--- src/drive_fault_pkg.sv ---
// Shared constants for the drive fault annunciator: register map,
// field positions, reset values, pin indices, timing and fault classes.
// Assumes a 250 MHz system clock and 32-bit AXI4-Lite register access.
package drive_fault_pkg;

    ////////////////////////////////////////////////////////////////////////
    // Clock and timing
    localparam longint CLK_MHZ      = 250;
    localparam longint ESC_TIME_MS  = 5000;  // Least overvoltage escalation time
    localparam int unsigned ESC_CYCLES = 32'(ESC_TIME_MS * 1000 * CLK_MHZ);
    localparam logic [31:0] SLOW_HALF_RST = 32'h03B9_ACA0; // 250 ms half period
    localparam logic [31:0] FAST_HALF_RST = 32'h00EE_6B28; // 62.5 ms half period

    ////////////////////////////////////////////////////////////////////////
    // Register byte offsets
    localparam logic [7:0] OFS_CTRL      = 8'h00;
    localparam logic [7:0] OFS_ASEL_LO   = 8'h04;
    localparam logic [7:0] OFS_ASEL_HI   = 8'h08;
    localparam logic [7:0] OFS_MIN_SCALE = 8'h0C;
    localparam logic [7:0] OFS_SLOW_HALF = 8'h10;
    localparam logic [7:0] OFS_FAST_HALF = 8'h14;
    localparam logic [7:0] OFS_STATUS    = 8'h18;
    localparam logic [7:0] OFS_TRIP0     = 8'h1C;
    localparam logic [7:0] OFS_TRIP3     = 8'h28;

    // Control register fields
    localparam int CTRL_AUTO  = 0;
    localparam int CTRL_3PH   = 1;
    localparam int CTRL_SSEL  = 2;   // Two bits
    localparam int CTRL_SRST  = 4;   // Write one: serial trip reset

    // Status register fields
    localparam int STAT_TRIP  = 0;
    localparam int STAT_LOCK  = 1;
    localparam int STAT_WARN  = 2;
    localparam int STAT_ARMED = 3;
    localparam int STAT_POWER = 4;

    localparam logic [1:0] RESP_OKAY   = 2'h0;
    localparam logic [1:0] RESP_SLVERR = 2'h2;

    ////////////////////////////////////////////////////////////////////////
    // Pin indices and fault codes
    localparam int PIN_LINE = 0;
    localparam int PIN_AUX  = 1;
    localparam int PIN_KEY  = 2;
    localparam int PIN_DIN  = 3;
    localparam int PIN_BFIT = 4;
    localparam int PIN_BOK  = 5;
    localparam int PIN_BLOC = 6;
    localparam int PIN_BNOM = 7;
    localparam int N_PINS   = 8;
    localparam int N_CODES  = 128;
    localparam int N_SEL    = 64;
    localparam int CODE_LIVE_ZERO = 2;
    localparam int CODE_PHASE     = 4;
    localparam int CODE_VHIGH     = 5;
    localparam int CODE_OVERVOLT  = 7;

    // Class bits returned by fault_class
    localparam int CLS_W = 0;
    localparam int CLS_A = 1;
    localparam int CLS_L = 2;

    // Warning, alarm and trip-lock capability of each fault code
    function automatic logic [2:0] fault_class(input logic [6:0] code);
        case (code)
            7'h02, 7'h04, 7'h07, 7'h08, 7'h0D: fault_class = 3'h7;
            7'h05, 7'h06, 7'h21, 7'h63: fault_class = 3'h1;
            7'h09, 7'h0A, 7'h0B, 7'h0C, 7'h11, 7'h12, 7'h22, 7'h24: fault_class = 3'h3;
            7'h0E, 7'h0F, 7'h10, 7'h23: fault_class = 3'h6;
            7'h32, 7'h33, 7'h36, 7'h37, 7'h38: fault_class = 3'h2;
            default: fault_class = (code >= 7'h25 && code <= 7'h2D) ? 3'h6 : 3'h0;
        endcase
    endfunction : fault_class

    // Byte-lane merge of a register write
    function automatic logic [31:0] wmerge(input logic [31:0] old,
                                           input logic [31:0] dat,
                                           input logic [3:0]  strb);
        for (int b = 0; b < 4; b++) begin
            wmerge[b*8 +: 8] = strb[b] ? dat[b*8 +: 8] : old[b*8 +: 8];
        end
    endfunction : wmerge

endpackage : drive_fault_pkg

--- src/drive_fault_annunciator.sv ---
// Fault annunciator: sorts fault conditions into warnings, trips and
// trip locks, latches trips until reset, drives five status LEDs.
// Assumes fault and panel pins are asynchronous, ain_level is on clk.
//
// Local design decisions: the AXI4-Lite slave port and the register offsets.
`timescale 1ns/10ps
`default_nettype none

module drive_fault_annunciator #(
    parameter int unsigned esc_cycles = drive_fault_pkg::ESC_CYCLES,
    parameter int          ain_width  = 16
) (
    // Clock, reset, enable
    input  wire logic                  clk,
    input  wire logic                  rstn,
    input  wire logic                  ce,
    // Fault sources and panel pins
    input  wire logic [127:0]          fault_raw,
    input  wire logic [7:0]            pin_raw,
    input  wire logic [ain_width-1:0]  ain_level,
    // AXI4-Lite write
    input  wire logic [7:0]            awaddr,
    input  wire logic                  awvalid,
    output logic                       awready,
    input  wire logic [31:0]           wdata,
    input  wire logic [3:0]            wstrb,
    input  wire logic                  wvalid,
    output logic                       wready,
    output logic [1:0]                 bresp,
    output logic                       bvalid,
    input  wire logic                  bready,
    // AXI4-Lite read
    input  wire logic [7:0]            araddr,
    input  wire logic                  arvalid,
    output logic                       arready,
    output logic [31:0]                rdata,
    output logic [1:0]                 rresp,
    output logic                       rvalid,
    input  wire logic                  rready,
    // LEDs and drive control
    output logic                       status_led,
    output logic                       bus_led,
    output logic                       alarm_led,
    output logic                       warn_led,
    output logic                       power_led,
    output logic                       coast,
    output logic                       ready
);

    ////////////////////////////////////////////////////////////////////////
    // State
    typedef struct packed {
        logic [127:0]          f1, f2, f3, ff;
        logic [7:0]            p1, p2, p3, pf, pprev;
        logic [127:0]          trip;
        logic [127:0]          lock;
        logic                  armed;
        logic [31:0]           esc_cnt;
        logic [31:0]           slow_cnt, fast_cnt;
        logic                  slow_ph, fast_ph;
        logic                  auto_rst, three_ph, ser_rst;
        logic [1:0]            status_sel;
        logic [63:0]           alarm_sel;
        logic [ain_width-1:0]  min_scale;
        logic [31:0]           slow_half, fast_half;
        logic                  aw_full, w_full;
        logic [7:0]            waddr;
        logic [31:0]           wbuf;
        logic [3:0]            sbuf;
        logic                  awready, wready, bvalid, arready, rvalid;
        logic [1:0]            bresp, rresp;
        logic [31:0]           rdata;
        logic                  status_led, bus_led, alarm_led, warn_led;
        logic                  power_led, coast, ready;
    } state_type;

    state_type s;
    state_type next_s;
    logic [127:0] cond;
    logic         warn_any;
    logic         rst_req;

    ////////////////////////////////////////////////////////////////////////
    // Next-state logic
    always_comb begin
        logic [2:0]  cls;
        logic        direct;
        logic        tset;
        logic        clr;
        logic        esc_hit;
        logic        pwr;
        logic [31:0] rd;
        logic [31:0] ctl;
        cls     = '0;
        direct  = 1'b0;
        tset    = 1'b0;
        clr     = 1'b0;
        rd      = '0;
        ctl     = '0;
        esc_hit = 1'b0;
        pwr     = 1'b0;
        next_s  = s;
        // Three-stage pin sync; accept once stages two and three agree
        next_s.f1 = fault_raw;
        next_s.f2 = s.f1;
        next_s.f3 = s.f2;
        next_s.ff = (s.f2 == s.f3) ? s.f3 : s.ff;
        next_s.p1 = pin_raw;
        next_s.p2 = s.p1;
        next_s.p3 = s.p2;
        next_s.pf = (s.p2 == s.p3) ? s.p3 : s.pf;
        next_s.pprev   = s.pf;
        next_s.ser_rst = 1'b0;
        pwr = s.pf[drive_fault_pkg::PIN_LINE] | s.pf[drive_fault_pkg::PIN_AUX];

        // Fault conditions
        cond = s.ff;
        cond[drive_fault_pkg::CODE_LIVE_ZERO] = s.ff[drive_fault_pkg::CODE_LIVE_ZERO]
            | (ain_level < (s.min_scale >> 1));
        cond[drive_fault_pkg::CODE_PHASE] = s.ff[drive_fault_pkg::CODE_PHASE] & s.three_ph;

        esc_hit = s.ff[drive_fault_pkg::CODE_VHIGH] && (s.esc_cnt == 32'(esc_cycles));
        if (!s.ff[drive_fault_pkg::CODE_VHIGH]) begin
            next_s.esc_cnt = '0;
        end else if (!esc_hit) begin
            next_s.esc_cnt = s.esc_cnt + 32'h0000_0001;
        end

        rst_req = (s.pf[drive_fault_pkg::PIN_KEY] & ~s.pprev[drive_fault_pkg::PIN_KEY])
                | (s.pf[drive_fault_pkg::PIN_DIN] & ~s.pprev[drive_fault_pkg::PIN_DIN])
                | s.ser_rst | s.auto_rst;

        // Per-code classification and trip latching
        warn_any = 1'b0;
        for (int c = 0; c < drive_fault_pkg::N_CODES; c++) begin
            cls = drive_fault_pkg::fault_class(7'(c));
            direct = cls[drive_fault_pkg::CLS_A] & (~cls[drive_fault_pkg::CLS_W]
                   | ((c < drive_fault_pkg::N_SEL)
                      ? s.alarm_sel[c % drive_fault_pkg::N_SEL] : 1'b0));
            tset = cond[c] & direct;
            if (c == drive_fault_pkg::CODE_OVERVOLT) begin
                tset = tset | esc_hit;
            end
            // Both LEDs while the tripping fault stays
            warn_any = warn_any | (cond[c] & cls[drive_fault_pkg::CLS_W] & ~direct)
                     | (s.trip[c] & cond[c]) | s.lock[c];
            // Lock needs power cycle before reset
            clr = rst_req & ~cond[c] & (~s.lock[c] | s.armed);
            // Trips held until reset; set wins
            next_s.trip[c] = tset | (s.trip[c] & ~clr);
            next_s.lock[c] = (tset & cls[drive_fault_pkg::CLS_L]) | (s.lock[c] & ~clr);
        end
        // Arm lock release on supply loss
        next_s.armed = (|s.lock) & (s.armed | ~pwr);

        if (s.slow_cnt >= s.slow_half) begin
            next_s.slow_cnt = '0;
            next_s.slow_ph  = ~s.slow_ph;
        end else begin
            next_s.slow_cnt = s.slow_cnt + 32'h0000_0001;
        end
        if (s.fast_cnt >= s.fast_half) begin
            next_s.fast_cnt = '0;
            next_s.fast_ph  = ~s.fast_ph;
        end else begin
            next_s.fast_cnt = s.fast_cnt + 32'h0000_0001;
        end

        next_s.alarm_led = (|s.trip) & s.slow_ph;
        next_s.warn_led  = warn_any & s.slow_ph;
        next_s.power_led = pwr;
        next_s.coast = |s.trip;
        next_s.ready = ~(|s.trip);
        case (s.status_sel)
            2'h1:    next_s.status_led = |s.trip;
            2'h2:    next_s.status_led = warn_any;
            2'h3:    next_s.status_led = (|s.trip) | warn_any;
            default: next_s.status_led = 1'b0;
        endcase
        if (!s.pf[drive_fault_pkg::PIN_BFIT]) begin
            next_s.bus_led = 1'b0;
        end else if (s.pf[drive_fault_pkg::PIN_BLOC]) begin
            next_s.bus_led = s.slow_ph;
        end else if (s.pf[drive_fault_pkg::PIN_BNOM]) begin
            next_s.bus_led = s.fast_ph;
        end else begin
            next_s.bus_led = s.pf[drive_fault_pkg::PIN_BOK];
        end

        // Write channel: address and data taken in either order
        if (s.bvalid && bready) begin
            next_s.bvalid = 1'b0;
        end
        if (awvalid && s.awready) begin
            next_s.aw_full = 1'b1;
            next_s.waddr   = awaddr;
        end
        if (wvalid && s.wready) begin
            next_s.w_full = 1'b1;
            next_s.wbuf   = wdata;
            next_s.sbuf   = wstrb;
        end
        if (s.aw_full && s.w_full && !s.bvalid) begin
            next_s.aw_full = 1'b0;
            next_s.w_full  = 1'b0;
            next_s.bvalid  = 1'b1;
            next_s.bresp   = drive_fault_pkg::RESP_OKAY;
            ctl = {27'h0, 1'b0, s.status_sel, s.three_ph, s.auto_rst};
            if (s.waddr == drive_fault_pkg::OFS_CTRL) begin
                ctl = drive_fault_pkg::wmerge(ctl, s.wbuf, s.sbuf);
                next_s.auto_rst   = ctl[drive_fault_pkg::CTRL_AUTO];
                next_s.three_ph   = ctl[drive_fault_pkg::CTRL_3PH];
                next_s.status_sel = ctl[drive_fault_pkg::CTRL_SSEL +: 2];
                next_s.ser_rst    = ctl[drive_fault_pkg::CTRL_SRST];
            end else if (s.waddr == drive_fault_pkg::OFS_ASEL_LO) begin
                next_s.alarm_sel[31:0] = drive_fault_pkg::wmerge(s.alarm_sel[31:0],
                                                                 s.wbuf, s.sbuf);
            end else if (s.waddr == drive_fault_pkg::OFS_ASEL_HI) begin
                next_s.alarm_sel[63:32] = drive_fault_pkg::wmerge(s.alarm_sel[63:32],
                                                                  s.wbuf, s.sbuf);
            end else if (s.waddr == drive_fault_pkg::OFS_MIN_SCALE) begin
                ctl = drive_fault_pkg::wmerge(32'(s.min_scale), s.wbuf, s.sbuf);
                next_s.min_scale = ctl[ain_width-1:0];
            end else if (s.waddr == drive_fault_pkg::OFS_SLOW_HALF) begin
                next_s.slow_half = drive_fault_pkg::wmerge(s.slow_half, s.wbuf, s.sbuf);
            end else if (s.waddr == drive_fault_pkg::OFS_FAST_HALF) begin
                next_s.fast_half = drive_fault_pkg::wmerge(s.fast_half, s.wbuf, s.sbuf);
            end else if (s.waddr == drive_fault_pkg::OFS_STATUS
                      || (s.waddr >= drive_fault_pkg::OFS_TRIP0
                       && s.waddr <= drive_fault_pkg::OFS_TRIP3 && s.waddr[1:0] == 2'h0)) begin
                next_s.bresp = drive_fault_pkg::RESP_OKAY;  // Read-only, write ignored
            end else begin
                next_s.bresp = drive_fault_pkg::RESP_SLVERR;
            end
        end
        next_s.awready = ~next_s.aw_full & ~next_s.bvalid;
        next_s.wready  = ~next_s.w_full & ~next_s.bvalid;

        // Read channel
        if (s.rvalid && rready) begin
            next_s.rvalid = 1'b0;
        end
        if (arvalid && s.arready) begin
            next_s.rvalid = 1'b1;
            next_s.rresp  = drive_fault_pkg::RESP_OKAY;
            if (araddr == drive_fault_pkg::OFS_CTRL) begin
                rd = {28'h0, s.status_sel, s.three_ph, s.auto_rst};
            end else if (araddr == drive_fault_pkg::OFS_ASEL_LO) begin
                rd = s.alarm_sel[31:0];
            end else if (araddr == drive_fault_pkg::OFS_ASEL_HI) begin
                rd = s.alarm_sel[63:32];
            end else if (araddr == drive_fault_pkg::OFS_MIN_SCALE) begin
                rd = 32'(s.min_scale);
            end else if (araddr == drive_fault_pkg::OFS_SLOW_HALF) begin
                rd = s.slow_half;
            end else if (araddr == drive_fault_pkg::OFS_FAST_HALF) begin
                rd = s.fast_half;
            end else if (araddr == drive_fault_pkg::OFS_STATUS) begin
                rd[drive_fault_pkg::STAT_TRIP]  = |s.trip;
                rd[drive_fault_pkg::STAT_LOCK]  = |s.lock;
                rd[drive_fault_pkg::STAT_WARN]  = warn_any;
                rd[drive_fault_pkg::STAT_ARMED] = s.armed;
                rd[drive_fault_pkg::STAT_POWER] = pwr;
            end else if (araddr >= drive_fault_pkg::OFS_TRIP0
                      && araddr <= drive_fault_pkg::OFS_TRIP3 && araddr[1:0] == 2'h0) begin
                rd = s.trip[32*((araddr - drive_fault_pkg::OFS_TRIP0) >> 2) +: 32];
            end else begin
                next_s.rresp = drive_fault_pkg::RESP_SLVERR;
            end
            next_s.rdata = rd;
        end
        next_s.arready = ~next_s.rvalid;
    end

    ////////////////////////////////////////////////////////////////////////
    // State register, frozen while ce is low
    always_ff @(posedge clk or negedge rstn) begin
        if (!rstn) begin
            s           <= '0;
            s.slow_half <= drive_fault_pkg::SLOW_HALF_RST;
            s.fast_half <= drive_fault_pkg::FAST_HALF_RST;
            s.ready     <= 1'b1;
        end else if (ce) begin
            s <= next_s;
        end
    end

    // Outputs straight from the state register
    assign awready    = s.awready;
    assign wready     = s.wready;
    assign bvalid     = s.bvalid;
    assign bresp      = s.bresp;
    assign arready    = s.arready;
    assign rvalid     = s.rvalid;
    assign rdata      = s.rdata;
    assign rresp      = s.rresp;
    assign status_led = s.status_led;
    assign bus_led    = s.bus_led;
    assign alarm_led  = s.alarm_led;
    assign warn_led   = s.warn_led;
    assign power_led  = s.power_led;
    assign coast      = s.coast;
    assign ready      = s.ready;
endmodule : drive_fault_annunciator

`default_nettype wire

--- config.mk ---
export PLATFORM = sky130hd
export DESIGN_NAME = drive_fault_annunciator
export DESIGN_NICKNAME = d
export VERILOG_FILES = /design/src/drive_fault_pkg.sv /design/src/drive_fault_annunciator.sv
export SDC_FILE = /design/constraint.sdc
export NUM_CORES = 2
export LEC_CHECK = 0
export BUFFER_PORTS_ARGS = -buffer_cell sky130_fd_sc_hd__buf_4
export CORE_UTILIZATION = 50
export CTS_BUF_LIST = sky130_fd_sc_hd__clkbuf_8
export DETAILED_ROUTE_END_ITERATION = 7
export PLACE_DENSITY = 0.76
export SLEW_MARGIN = 30
export SYNTH_ARGS = -nofsm -noshare
export SYNTH_HDL_FRONTEND = slang
export SYNTH_SLANG_ARGS = --single-unit
export TNS_END_PERCENT = 10
--- constraint.sdc ---
create_clock -name clk -period 2.4 [get_ports clk]
set_input_delay 0.48 -clock clk [delete_from_list [all_inputs] [get_ports clk]]
set_output_delay 0.48 -clock clk [all_outputs]
set_load 0.05 [all_outputs]
==> qor.csv <==
stage,metric,value,unit
sta,max-slew violations,0,
drt,wire per inst,26.49,um
die,starting density of the core,50.73,%
drt,ANT nets after route,0,
sta,Final min period,3.015,ns
sta,final setup margin,-0.6149,ns
logic_synthesis,top-area cell type share of the netlist area,54.68,%
finish,final std cells w/o fill,6836,
sta,Final period util,125.6,%
critical_path,Crit. End Element,flip-flop,
logic_synthesis,Syn Std Cell Area,51020,sq um
sta,Worst Hold Slack,0.09498,ns
critical_path,RR Startpoint,next_s[768],
finish,share of cells above drive strength 1,39.74,%
finish,Area Overhead vs Synth,30.95,%
logic_synthesis,synthesis-stage register bit count,1142,
outcome,outcome,"finished, violations left",
critical_path,required time worst endpoint,3.18,ns
critical_path,Critical Path Fanout Max,7,
drt,drt total wl,181100,um
critical_path,Reg2Reg Depth,8,
power_and_ir_drop,pwr dens,755.8,nW/um^2
placed_design,HPWL after DPL,130300,um
power_and_ir_drop,total power,50500,uW
finish,"Core Util, Final",66.43,%
drt,WL met1,68680,um
sta,Rel. slew slack,20.73,%
global_routing,vias in the first global route,41080,
sta,Clock Skews,0.04869,ns
global_routing,GRT Residual Overflow,0,
placed_design,Setup WS pre-CTS,-0.6838,ns
cts,CTS Buffer Depth,3,
critical_path,WP data arrival,3.79,ns
die,FP Rows,116,
drt,met3 routed WL,15350,um
cts,"Reg clk slew, reported paths",0.07,ns
cts,root buf cell,clkbuf_8,
sta,RSZ-0062 raised after global routing,true,
finish,Layout Nets,5615,
critical_path,critical-path cell list,xnor2_2 > nand4_1 > nor4_2 > nand4_1 > buf_4 > or4_4 > buf_6 > mux2_4,
cts,Num CTS Buffers,187,
placed_design,Placer Congestion,1.090,
critical_path,slowest CP cell,or4_4,
logic_synthesis,Post-synth ARST share,100.0,%
global_routing,initial antenna violation count,10,
critical_path,"most used cell, CP",nand4_1,
critical_path,crit path launch type,flip-flop,
die,I/O pin count,260,
logic_synthesis,post-synth top area cell,dfrtp_1,
critical_path,R2R Path End,cond[30],
drt,DR iter-0 viols,3894,
outcome,failing checks,negative setup slack,
logic_synthesis,synthesized instance count,4079,
critical_path,Crit path largest cell delay,0.60,ns
logic_synthesis,synth top area cells,"dfrtp_1 55%, mux2_2 12%, mux2_4 3.2%",
drt,DRC,0,
drt,drt first pass iters,8,
critical_path,Reg2Reg Setup Slack,-0.61,ns
logic_synthesis,Post-synth EDFFs,0,
placed_design,IO Port Bufs,257,
placed_design,DP Cell Count,6290,
die,die width,321.5,um
drt,drt via density,5.913,
cts,CTS tree,built,
logic_synthesis,"Seq/Total Area, Yosys",56.07,%
cts,Sink Count,1142,
logic_synthesis,Netlist cell types,70,
die,Core ar.,100600,sq um
die,die area,103300,sq um
critical_path,Critical Path Sink,cond[30],
power_and_ir_drop,Lkg Pwr,0.03201,uW
sta,Max Clk Rate,331.7,MHz
flow_run,Max-Cap Viols,0,
cts,htree depth,4,
drt,Via Count,40420,
drt,top sig layer,met5,
critical_path,Critical Path Start,next_s[768],
drt,met2 wire length,82330,um
cts,worst skew pair latency,0.92,ns
logic_synthesis,yosys warns,0,
worst_hold_path,min-delay worst type,in2reg,
logic_synthesis,Post-synth top flop,dfrtp_1,
worst_hold_path,hold path depth,3,
sta,final setup fails,136,
sta,final-report hold violation count,0,
global_routing,All-Layer GR Usage,35.12,%
power_and_ir_drop,VDD IR max,0.5781,mV
logic_synthesis,Post-Syn Area per Cell,12.51,sq um
critical_path,critical path class,reg2reg,
die,Die Span Y,321.5,um
global_routing,first-pass GRT wire length,266100,um
finish,Fill cells,7117,
sta,worst-margin pin slew,1.180,ns
global_routing,largest net degree at the start of global routing,220,
-- cell families (layout without fill, tap and decap cells) --
kind of cell / after synthesis / count (layout) / share of synthesized area [%]
flip-flops: 1142 / 1142 / 56.07
XOR/XNOR: 160 / 160 / 2.746
AO/OA/AOI/OAI: 859 / 859 / 11.23
adder cells (fa/ha/maj): 86 / 86 / 2.109
AND/OR/NAND/NOR: 741 / 742 / 7.160
other: 1 / 11 / 0.007349
multiplexers: 713 / 713 / 17.23
buffers and inverters: 377 / 1766 / 3.435
-- metrics by stage --
step,area [sq um],setup TNS (ns)
2_1_floorplan,51110,-16.23
3_5_place_dp,60270,-108.29
6_report,66820,-74.69
4_1_cts,66460,-49.44
5_1_grt,66800,-93.26
3_3_place_gp,60270,-97.90
-- critical path, delay by kind of cell (launching register included) --
| family | cells | cell delay (ns) |
|---|---|---|
| xor gates and xnor gates | 1 | 0.23 |
| and+or+nand+nor | 4 | 1.50 |
| buffers and inverters | 2 | 0.38 |
| muxes | 1 | 0.30 |
| DFF | 1 | 0.45 |
-- worst min path at each step --
| stage | start | end |
|---|---|---|
| after floorplan | rstn | alarm_led |
| after global placement | rstn | s[188] |
| after detailed placement | rstn | s[188] |
| after CTS | ce | s[381] |
| after global routing | ce | s[381] |
| final | ce | s[381] |
-- cell usage after synthesis, types with 17 or more instances --
| library cell | n |
|---|---|
| inv_1 | 171 |
| nor3_1 | 30 |
| mux4_2 | 32 |
| nor2_1 | 151 |
| mux2_4 | 110 |
| a221oi_1 | 46 |
| and4_1 | 17 |
| o21a_1 | 112 |
| a22o_1 | 57 |
| nand2_1 | 235 |
| ha_1 | 86 |
| o21ai_0 | 154 |
| nand3_1 | 55 |
| clkbuf_1 | 145 |
| a21o_1 | 37 |
| mux2_2 | 564 |
| buf_4 | 36 |
| a22oi_1 | 30 |
| xor2_1 | 63 |
| nor4_1 | 87 |
| o22ai_1 | 32 |
| dfrtp_1 | 1115 |
| nand2b_1 | 26 |
| xnor2_1 | 97 |
| and3_1 | 25 |
| a21boi_0 | 100 |
| nand4_1 | 76 |
| a21oi_1 | 202 |
| dfstp_2 | 27 |
-- where the power goes --
part,leakage (uW),total [uW],switching (uW),internal [uW]
Clock,0.00230,18200,8290,9870
Combinational,0.0149,9020,4660,4360
Sequential,0.0148,23300,2230,21100
-- what timing repair did --
item / CTS / global route
gates resized for setup: 50 / 34
setup buffers: 0 / 4
endpoints found under the hold margin: 473 / 0
hold buffers: 185 / 0
pin swaps: 4 / 17
setup endpoints to repair: 212 / 324
cloned: 0 / 4
-- state kept, by name (all words and copies together) (netlist names), 32 cells and up --
register / cells
next_s: 280
rdata: 32
cond: 126
s: 690
-- routing by layer --
metal,global-route usage (%),vias up
li1,-,17320
met5,0,-
met4,24.30,4
met1,44.06,20280
met2,54.43,2177
met3,7.608,637
-- final cells by class --
class	count	area, sq um	share of cell area [%]
antenna	9	22.52	0.03371
clock buffer	246	3386	5.067
clock inverter	96	644.4	0.9644
inverter	172	646.9	0.9681
multi-input combinational	2562	21180	31.70
sequential	1142	28610	42.83
tap	1357	1698	2.541
timing repair buffer	1252	10620	15.90
-- cells in the final DEF, fill, tap and decap left out, drive strengths merged, types with 63 or more instances in the layout --
cell,n
o21ai,154
nand2,235
mux2,674
clkbuf,248
buf,1065
nor2,151
inv,239
xnor2,97
dlygate4sd3,185
dfrtp,1115
xor2,63
nand4,76
a21boi,100
o21a,112
a21oi,202
ha,86
nor4,88
Note: power is estimated with default switching activity, not from simulation.
